## src/wake_pkg.sv

```systemverilog
package wake_pkg;
   // ==========================================================
   // register map (byte addresses)
   localparam logic [7:0] REG_CTRL = 8'h00;
   localparam logic [7:0] REG_STATUS = 8'h04;
   localparam logic [7:0] REG_MASK = 8'h08;
   localparam logic [7:0] REG_FILTER_PORT = 8'h0C;
   localparam logic [7:0] REG_ADDR_LO = 8'h10;
   localparam logic [7:0] REG_ADDR_HI = 8'h14;
   // ==========================================================
   // control and status fields
   localparam int CTRL_SEQ_EN = 0;
   localparam int CTRL_FRAME_EN = 1;
   localparam int CTRL_LIGHT_SLEEP = 2;
   localparam int CTRL_PME_SEQ = 3;
   localparam int CTRL_PME_FRAME = 4;
   localparam int CTRL_W = 5;
   localparam int STAT_SEQ = 0;
   localparam int STAT_FRAME = 1;
   localparam int STAT_W = 2;
   localparam logic [CTRL_W-1:0] CTRL_RESET = 5'h00;
   localparam logic [STAT_W-1:0] STAT_RESET = 2'h0;
   localparam logic [15:0] ADDR_HI_MASK = 16'hFFFF;
   // ==========================================================
   // filter port layout
   localparam int FILTERS = 4;
   localparam int PORT_WORDS = 8;
   localparam int PORT_CMD_WORD = 4;
   localparam int PORT_OFF_WORD = 5;
   localparam int PORT_CRC_WORD = 6;
   localparam int CMD_EN = 0;
   localparam int CMD_MC = 3;
   localparam int CMD_W = 4;
   localparam int CMD_STRIDE = 8;
   localparam int OFF_W = 8;
   localparam int CRC_W = 16;
   localparam int IDX_W = 9;
   localparam logic [IDX_W-1:0] MASK_BITS = 9'h01F;
   localparam logic [IDX_W-1:0] IDX_MAX = 9'h1FF;
   localparam logic [CRC_W-1:0] CRC_INIT = 16'hFFFF;
   localparam logic [CRC_W-1:0] CRC_POLY = 16'h8005;
   // ==========================================================
   // wake sequence
   localparam logic [7:0] SYNC_BYTE = 8'hFF;
   localparam logic [2:0] SYNC_LEN = 3'h6;
   localparam logic [2:0] ADDR_LAST_BYTE = 3'h5;
   localparam logic [3:0] ADDR_LAST_COPY = 4'hF;
   typedef enum logic [1:0] {
      SEQ_SYNC = 2'b01,
      SEQ_ADDR = 2'b10
   } seq_state_type;
endpackage
```

## src/wake_pattern_detector.sv

```systemverilog
`timescale 1ns/100ps
module wake_pattern_detector (
   input wire logic clk_i,
   input wire logic rst_i,
   input wire logic wb_cyc_i,
   input wire logic wb_stb_i,
   input wire logic wb_we_i,
   input wire logic [7:0] wb_adr_i,
   input wire logic [3:0] wb_sel_i,
   input wire logic [31:0] wb_dat_i,
   output logic [31:0] wb_dat_o,
   output logic wb_ack_o,
   input wire logic rx_valid_i,
   input wire logic [7:0] rx_data_i,
   input wire logic rx_first_i,
   input wire logic rx_last_i,
   output logic rx_suspend_o,
   output logic irq_o,
   output logic power_event_o
);
   // ==========================================================
   // helpers
   // byte-lane merge for wishbone writes
   function automatic logic [31:0] lane_merge(input logic [31:0] old, input logic [31:0] nw,
                                              input logic [3:0] sel);
      logic [31:0] r;
      r = old;
      for (int b = 0; b < 4; b++) begin
         if (sel[b]) begin
            r[8*b +: 8] = nw[8*b +: 8];
         end
      end
      return r;
   endfunction

   // one byte into the crc, msb first
   function automatic logic [15:0] crc16_byte(input logic [15:0] c, input logic [7:0] d);
      logic [15:0] r;
      r = c;
      for (int k = 7; k >= 0; k--) begin
         if (r[15] ^ d[k]) begin
            r = {r[14:0], 1'b0} ^ wake_pkg::CRC_POLY;
         end else begin
            r = {r[14:0], 1'b0};
         end
      end
      return r;
   endfunction

   // ==========================================================
   // wishbone slave
   logic [wake_pkg::CTRL_W-1:0] ctrl;
   logic [wake_pkg::STAT_W-1:0] status;
   logic [wake_pkg::STAT_W-1:0] int_mask;
   logic [31:0] port_word [wake_pkg::PORT_WORDS];
   logic [2:0] port_ptr;
   logic [31:0] addr_lo;
   logic [15:0] addr_hi;
   logic bus_req;
   logic bus_wr;
   logic [31:0] next_rdata;

   assign bus_req = wb_cyc_i & wb_stb_i & ~wb_ack_o;
   assign bus_wr = bus_req & wb_we_i;

   // ack one cycle after the request, dropped the cycle after
   always_ff @(posedge clk_i) begin
      if (rst_i) begin
         wb_ack_o <= 1'b0;
         wb_dat_o <= 32'h00000000;
      end else begin
         wb_ack_o <= bus_req;
         wb_dat_o <= bus_req ? next_rdata : 32'h00000000;
      end
   end

   // read mux; unmapped addresses read zero and ignore writes
   always_comb begin
      next_rdata = 32'h00000000;
      case (wb_adr_i)
         wake_pkg::REG_CTRL: next_rdata[wake_pkg::CTRL_W-1:0] = ctrl;
         wake_pkg::REG_STATUS: next_rdata[wake_pkg::STAT_W-1:0] = status;
         wake_pkg::REG_MASK: next_rdata[wake_pkg::STAT_W-1:0] = int_mask;
         wake_pkg::REG_FILTER_PORT: next_rdata = port_word[port_ptr];
         wake_pkg::REG_ADDR_LO: next_rdata = addr_lo;
         wake_pkg::REG_ADDR_HI: next_rdata[15:0] = addr_hi;
         default: next_rdata = 32'h00000000;
      endcase
   end

   // control bits and interrupt mask
   always_ff @(posedge clk_i) begin
      if (rst_i) begin
         ctrl <= wake_pkg::CTRL_RESET;
         int_mask <= wake_pkg::STAT_RESET;
      end else if (bus_wr && wb_sel_i[0]) begin
         if (wb_adr_i == wake_pkg::REG_CTRL) begin
            ctrl <= wb_dat_i[wake_pkg::CTRL_W-1:0];
         end
         if (wb_adr_i == wake_pkg::REG_MASK) begin
            int_mask <= wb_dat_i[wake_pkg::STAT_W-1:0];
         end
      end
   end

   // station address
   always_ff @(posedge clk_i) begin
      if (rst_i) begin
         addr_lo <= 32'h00000000;
         addr_hi <= 16'h0000;
      end else if (bus_wr) begin
         if (wb_adr_i == wake_pkg::REG_ADDR_LO) begin
            addr_lo <= lane_merge(addr_lo, wb_dat_i, wb_sel_i);
         end
         if (wb_adr_i == wake_pkg::REG_ADDR_HI) begin
            // only the two low lanes exist; the upper half is dropped by the cast
            addr_hi <= 16'(lane_merge({16'h0000, addr_hi}, wb_dat_i, wb_sel_i))
                       & wake_pkg::ADDR_HI_MASK;
         end
      end
   end

   // filter port: each write fills the next of eight words, then wraps;
   // a half-finished load leaves the pointer mid-way until reset
   always_ff @(posedge clk_i) begin
      if (rst_i) begin
         port_ptr <= 3'h0;
         for (int w = 0; w < wake_pkg::PORT_WORDS; w++) begin
            port_word[w] <= 32'h00000000;
         end
      end else if (bus_wr && wb_adr_i == wake_pkg::REG_FILTER_PORT) begin
         port_word[port_ptr] <= lane_merge(port_word[port_ptr], wb_dat_i, wb_sel_i);
         port_ptr <= port_ptr + 3'h1;
      end
   end

   // ==========================================================
   // receive byte position
   logic seq_active;
   logic frame_active;
   logic [wake_pkg::IDX_W-1:0] byte_idx;
   logic [wake_pkg::IDX_W-1:0] cur_idx;
   logic dest_mc;
   logic mc_now;

   // light sleep forces both detectors on
   assign seq_active = ctrl[wake_pkg::CTRL_SEQ_EN] | ctrl[wake_pkg::CTRL_LIGHT_SLEEP];
   assign frame_active = ctrl[wake_pkg::CTRL_FRAME_EN] | ctrl[wake_pkg::CTRL_LIGHT_SLEEP];
   assign cur_idx = rx_first_i ? '0 : byte_idx;
   assign mc_now = rx_first_i ? rx_data_i[0] : dest_mc;

   // index saturates so long frames never alias into the window
   always_ff @(posedge clk_i) begin
      if (rst_i) begin
         byte_idx <= '0;
         dest_mc <= 1'b0;
      end else if (rx_valid_i) begin
         if (cur_idx != wake_pkg::IDX_MAX) begin
            byte_idx <= cur_idx + 9'h001;
         end
         dest_mc <= mc_now;
      end
   end

   // normal reception stands aside while any detector is armed
   always_ff @(posedge clk_i) begin
      if (rst_i) begin
         rx_suspend_o <= 1'b0;
      end else begin
         rx_suspend_o <= seq_active | frame_active;
      end
   end

   // ==========================================================
   // pattern filters
   logic [wake_pkg::CRC_W-1:0] crc_next [wake_pkg::FILTERS];
   logic [wake_pkg::CRC_W-1:0] pat_crc [wake_pkg::FILTERS];
   logic [wake_pkg::CMD_W-1:0] cmd [wake_pkg::FILTERS];
   logic [wake_pkg::FILTERS-1:0] hit;
   logic frame_hit;

   generate
      for (genvar f = 0; f < wake_pkg::FILTERS; f++) begin : g_filt
         logic [wake_pkg::CRC_W-1:0] crc;
         logic [wake_pkg::CRC_W-1:0] crc_base;
         logic [wake_pkg::IDX_W-1:0] off;
         logic [wake_pkg::IDX_W-1:0] rel;
         logic in_win;

         assign cmd[f] = port_word[wake_pkg::PORT_CMD_WORD][wake_pkg::CMD_STRIDE*f +: wake_pkg::CMD_W];
         assign off = {1'b0, port_word[wake_pkg::PORT_OFF_WORD][wake_pkg::OFF_W*f +: wake_pkg::OFF_W]};
         assign pat_crc[f] = port_word[wake_pkg::PORT_CRC_WORD + f/2][wake_pkg::CRC_W*(f%2) +: wake_pkg::CRC_W];
         assign rel = cur_idx - off;
         // mask bit 31 is never consulted
         assign in_win = (cur_idx >= off) && (rel < wake_pkg::MASK_BITS)
                         && port_word[f][rel[4:0]];
         assign crc_base = rx_first_i ? wake_pkg::CRC_INIT : crc;
         assign crc_next[f] = in_win ? crc16_byte(crc_base, rx_data_i) : crc_base;

         always_ff @(posedge clk_i) begin
            if (rst_i) begin
               crc <= wake_pkg::CRC_INIT;
            end else if (rx_valid_i) begin
               crc <= crc_next[f];
            end
         end

         // broadcast is a multicast destination and has no separate gate
         assign hit[f] = rx_valid_i & rx_last_i & frame_active
                         & cmd[f][wake_pkg::CMD_EN]
                         & (cmd[f][wake_pkg::CMD_MC] == mc_now)
                         & (crc_next[f] == pat_crc[f]);
      end
   endgenerate

   assign frame_hit = |hit;

   // ==========================================================
   // wake sequence scanner
   wake_pkg::seq_state_type seq_state;
   logic [2:0] sync_cnt;
   logic [2:0] addr_idx;
   logic [3:0] copy_cnt;
   logic [7:0] addr_byte;
   logic seq_found;

   always_comb begin
      case (addr_idx)
         3'h0: addr_byte = addr_lo[7:0];
         3'h1: addr_byte = addr_lo[15:8];
         3'h2: addr_byte = addr_lo[23:16];
         3'h3: addr_byte = addr_lo[31:24];
         3'h4: addr_byte = addr_hi[7:0];
         default: addr_byte = addr_hi[15:8];
      endcase
   end

   // found on the last byte of the sixteenth copy, wherever it sits;
   // the first byte of a new frame can never finish a run left from the last one
   assign seq_found = rx_valid_i & seq_active & (seq_state == wake_pkg::SEQ_ADDR)
                      & (rx_data_i == addr_byte) & (addr_idx == wake_pkg::ADDR_LAST_BYTE)
                      & (copy_cnt == wake_pkg::ADDR_LAST_COPY) & ~rx_first_i;

   // a new frame or any mismatch restarts the hunt for the sync run
   always_ff @(posedge clk_i) begin
      if (rst_i) begin
         seq_state <= wake_pkg::SEQ_SYNC;
         sync_cnt <= 3'h0;
         addr_idx <= 3'h0;
         copy_cnt <= 4'h0;
      end else if (rx_valid_i) begin
         case (seq_state)
            wake_pkg::SEQ_SYNC: begin
               addr_idx <= 3'h1;
               copy_cnt <= 4'h0;
               if (rx_data_i == wake_pkg::SYNC_BYTE) begin
                  if (sync_cnt != wake_pkg::SYNC_LEN || rx_first_i) begin
                     sync_cnt <= rx_first_i ? 3'h1 : sync_cnt + 3'h1;
                  end
               end else if (sync_cnt == wake_pkg::SYNC_LEN && !rx_first_i
                            && rx_data_i == addr_lo[7:0]) begin
                  seq_state <= wake_pkg::SEQ_ADDR;
               end else begin
                  sync_cnt <= 3'h0;
               end
            end
            wake_pkg::SEQ_ADDR: begin
               if (rx_first_i || rx_data_i != addr_byte || seq_found) begin
                  seq_state <= wake_pkg::SEQ_SYNC;
                  sync_cnt <= (rx_data_i == wake_pkg::SYNC_BYTE) ? 3'h1 : 3'h0;
                  addr_idx <= 3'h0;
               end else if (addr_idx == wake_pkg::ADDR_LAST_BYTE) begin
                  addr_idx <= 3'h0;
                  copy_cnt <= copy_cnt + 4'h1;
               end else begin
                  addr_idx <= addr_idx + 3'h1;
               end
            end
            default: begin
               seq_state <= wake_pkg::SEQ_SYNC;
               sync_cnt <= 3'h0;
            end
         endcase
      end
   end

   // ==========================================================
   // status, interrupt and power event
   logic [wake_pkg::STAT_W-1:0] stat_set;
   logic [wake_pkg::STAT_W-1:0] stat_clr;
   logic [wake_pkg::STAT_W-1:0] pme_sel;

   assign stat_set = {frame_hit, seq_found};
   assign stat_clr = (bus_wr && wb_sel_i[0] && wb_adr_i == wake_pkg::REG_STATUS)
                     ? wb_dat_i[wake_pkg::STAT_W-1:0] : wake_pkg::STAT_RESET;
   assign pme_sel = {ctrl[wake_pkg::CTRL_PME_FRAME], ctrl[wake_pkg::CTRL_PME_SEQ]};

   // write one to clear; a same-cycle event wins over the clear
   always_ff @(posedge clk_i) begin
      if (rst_i) begin
         status <= wake_pkg::STAT_RESET;
      end else begin
         status <= (status & ~stat_clr) | stat_set;
      end
   end

   // either path may carry the report, chosen by mask and pme bits
   always_ff @(posedge clk_i) begin
      if (rst_i) begin
         irq_o <= 1'b0;
         power_event_o <= 1'b0;
      end else begin
         irq_o <= |(status & int_mask);
         power_event_o <= |(status & pme_sel);
      end
   end
endmodule // wake_pattern_detector

```

## config.mk

```make
export PLATFORM = sky130hd
export DESIGN_NAME = wake_pattern_detector
export DESIGN_NICKNAME = d
export VERILOG_FILES = /design/src/wake_pkg.sv /design/src/wake_pattern_detector.sv
export SDC_FILE = /design/constraint.sdc
export NUM_CORES = 1
export LEC_CHECK = 0
export ABC_AREA = 1
export BUFFER_PORTS_ARGS = -buffer_cell sky130_fd_sc_hd__buf_2
export CAP_MARGIN = 20
export CORE_MARGIN = 4
export CORE_UTILIZATION = 35
export CTS_CLUSTER_SIZE = 25
export DETAILED_ROUTE_END_ITERATION = 12
export GPL_ROUTABILITY_DRIVEN = 1
export GPL_TIMING_DRIVEN = 0
export HOLD_SLACK_MARGIN = 0.15
export PLACE_DENSITY = 0.55
export SLEW_MARGIN = 10
export SYNTH_ARGS = -nofsm -noshare
export SYNTH_HDL_FRONTEND = slang
export SYNTH_SLANG_ARGS = --single-unit
```

## constraint.sdc

```tcl
create_clock -name clk_i -period 5.7 [get_ports clk_i]
set_input_delay 0.57 -clock clk_i [delete_from_list [all_inputs] [get_ports clk_i]]
set_output_delay 0.57 -clock clk_i [all_outputs]
set_load 0.005 [all_outputs]
```

==> run_results.csv <==
group,metric,value,unit
power_and_ir_drop,p_seq_share,43.0,%
clocking,cts.clk_slew.worst_paths,60,ps
floorplan,die_area,78820,um2
grt,grt-ovfl-total,0,
timing,rsz0062_at_grt,"no",
logic_synthesis,synth_top_area_share,29.53,%
logic_synthesis,yosys_warnings,0,
logic_synthesis,ys_seq_area_share,43.75,%
power_and_ir_drop,switching_share,28.58,%
status,status,"completed",
flow_run,maxCapViolCount,0,
placed_design,dp_hpwl,92410,um
placed_design,dp_cells,4611,
clocking,clk_latency,630,ps
finish,instances_no_fill,4709,
logic_synthesis,synth_ff_type,"edfxtp_1",
setup_path,crit_required,6280,ps
logic_synthesis,synth_cell_types,57,
timing,hold-worst-slack,217.8,ps
logic_synthesis,synth_most_common_cell,"nand2_1",
logic_synthesis,synth.area.top_cells,"edfxtp_1, dfxtp_1, nand2_1",
clocking,root_buffer,"clkbuf_16",
power_and_ir_drop,power.leakage,0.01268,uW
setup_path,crit_type,"in -> reg",
setup_path,start_kind,"input port",
logic_synthesis,ys_ff_latch,441,
floorplan,start_util,35.51,%
grt,grt_usage,28.80,%
timing,max_freq,0.1870,GHz
power_and_ir_drop,power,8196,uW
detailed_routing,drt-initial-drc-count,2990,
setup_path,rr_worst_depth,24,
timing,relSlewSlack,26.73,%
setup_path,arrival,5930,ps
floorplan,rows,99,
min_path,hp-class,"in -> reg",
finish,final_util,40.78,%
clocking,cts_hold_buf,0,
grt,antenna_found_initial,5,
placed_design,place_congestion,1.031,
logic_synthesis,avgSynthCellArea,7.342,um2
grt,gr-usage-met2,44.73,%
logic_synthesis,netlist_area,26040,um2
grt,grt_pass1_wl,165200,um
grt,grt_max_degree,33,
clocking,htreeDepth,2,
logic_synthesis,synth_fp_nets,3651,
grt,use_met1,39.52,%
timing,worst_pin_slew,1099,ps
finish,area_growth,14.87,%
floorplan,die_h,280.7,um
detailed_routing,wl_per_cell,24.85,um
power_and_ir_drop,clkPwrFrac,43.6,%
grt,grt_use_met3,4.511,%
power_and_ir_drop,vdd_ir_drop_max,0.0001914,V
detailed_routing,drt_wl_total,117000,um
clocking,cts.sinks,441,
power_and_ir_drop,combinationalPowerShare,13.4,%
clocking,ctsLongestPathBuffers,3,
timing,setup_viol,0,
power_and_ir_drop,power.net_switching,2343,uW
setup_path,critPathCaptureType,"flip-flop",
placed_design,port_buffers,82,
detailed_routing,via_per_inst,5.543,
min_path,hold_depth,3,
timing,period_minus_slack,5347,ps
detailed_routing,antenna_left,0,
floorplan,fp.dieW,280.7,um
floorplan,fp.coreArea,73330,um2
timing,finalClockSkew,46.09,ps
setup_path,worst-path-max-fanout,19,
grt,busiest_layer,"met2",
power_and_ir_drop,p_per_area,274.0,nW/um2
logic_synthesis,synth_top_cell_by_area,"edfxtp_1",
floorplan,pin_count,96,
timing,hold_viol,0,
finish,finalNetCount,3811,
logic_synthesis,synth_cells,3546,
logic_synthesis,synth_edf_count,256,
timing,slew_viol_final,0,
grt,grt_pass1_vias,23840,
logic_synthesis,synth-async-reset-ratio,0,%
timing,setup_tns,0,ps
detailed_routing,drc,0,
finish,drive_above_1_share,9.418,%
timing,post-route-period-util,93.81,%
power_and_ir_drop,internal-power,5853,uW
logic_synthesis,synthTopCellsByCount,"nand2_1, nor2_1, inv_1",
clocking,cts_buffers,53,
detailed_routing,drtPass1Iterations,7,
clocking,cts_tree,"yes",
detailed_routing,num_vias,26100,
cell type report:
cell class / count / area, um2
Fill cell: 7763 / 43420
Multi-Input combinational cell: 2571 / 12640
Sequential cell: 441 / 11390
Clock buffer: 76 / 1575
Inverter: 365 / 1374
Tap cell: 959 / 1200
Buffer: 167 / 770.7
Timing Repair Buffer: 107 / 714.4
Clock inverter: 21 / 234.0
Antenna cell: 2 / 5.005
power groups by stage:
| stage | sequential, uW | combinational, uW | clock (uW) |
|---|---|---|---|
| after floorplan | 3560 | 626 | 0 |
| after global placement | 3590 | 1010 | 0 |
| after global routing | 3530 | 1170 | 3720 |
| after detailed placement | 3590 | 1060 | 0 |
| final | 3520 | 1100 | 3580 |
| after CTS | 3520 | 1060 | 3610 |
path summary, 6_finish.rpt:
kind	startpoint	endpoint	slack, ps
setup / recovery	rx_first_i	status[1]$_SDFF_PP0_	350
hold / removal	wb_dat_i[30]	addr_lo[30]$_SDFFE_PP0P_	220
setup reg to reg	byte_idx[1]$_SDFFE_PP0P_	status[1]$_SDFF_PP0_	970
hold reg to reg	g_filt[2].crc[2]$_SDFFE_PP1P_	g_filt[2].crc[2]$_SDFFE_PP1P_	460
worst max-delay path, cell delays in order:
cell      delay (ps)
buf_6            170
clkbuf_4         240
clkbuf_4         260
buf_4            270
nor2_2           390
inv_1            260
fa_1             470
xnor2_1          640
inv_1            350
nand3_1          150
nand2_1          110
nand2_1           80
nand3_1           80
nand2_1          350
inv_2            170
nand2_2          130
buf_2            250
nand2_1          100
nand3b_1         110
nand2_1           60
nor2_1           110
nand2_1           90
nor2_1           110
nand4_1          120
nand4_1          130
nand2_1           60
inv_1             60
cell usage in the layout, fill, tap and decap left out, types with 6 or more instances in the layout:
cell and count:
a21oi_1 278, a31oi_1 43, buf_1 10, buf_2 100, buf_4 13, buf_6 26
buf_8 7, clkbuf_1 124, clkbuf_16 55, clkbuf_8 12, clkinv_1 13, clkinv_2 6
dfxtp_1 185, edfxtp_1 256, ha_1 41, inv_1 344, inv_2 10, mux2i_2 12
nand2_1 809, nand2_2 25, nand3_1 249, nand3_2 6, nand3b_1 27, nand4_1 18
nor2_1 509, nor2_2 12, nor2_4 11, nor3_1 22, nor4_1 6, o211ai_1 8
o21ai_0 298, o21ai_1 20, o21ai_2 23, o22ai_1 21, or2_2 6, xnor2_1 25
xor2_1 63
through the flow:
step | instance area (um2) | setup WS [ps]
floorplan | 26040 | 1274
global placement | 27650 | -1123
detailed placement | 28080 | -1034
CTS | 29890 | 19.26
global route | 29900 | 204.6
finish | 29910 | 352.8
metal layers:
metal	vias to the layer above	wire, um
met2	1377	51070
met5	-	13
met4	2	6290
li1	12050	-
met3	288	11320
met1	12390	48330
flip-flops by register name, indices dropped and copies added (netlist names), 3 cells and up, named ones only:
signal      flops
g_filt.crc     64
port_ptr        3
ctrl            5
addr_lo        32
wb_dat_o       32
addr_idx        3
sync_cnt        3
byte_idx        9
addr_hi        16
port_word     256
copy_cnt        4
kinds of logic after synthesis:
family,share of synthesized area (%)
multiplexers,0.4614
XOR/XNOR,3.210
flip-flops,43.75
buffers and inverters,8.237
AND/OR/NAND/NOR,27.85
adder cells (fa/ha/maj),2.278
AO/OA/AOI/OAI,14.22
what timing repair did:
item,CTS,global route
setup endpoints to repair,1,1
gates cloned,0,0
setup buffers,0,0
pin swaps,0,0
gates resized for setup,1,5
Power figures use the tool's default switching activity.
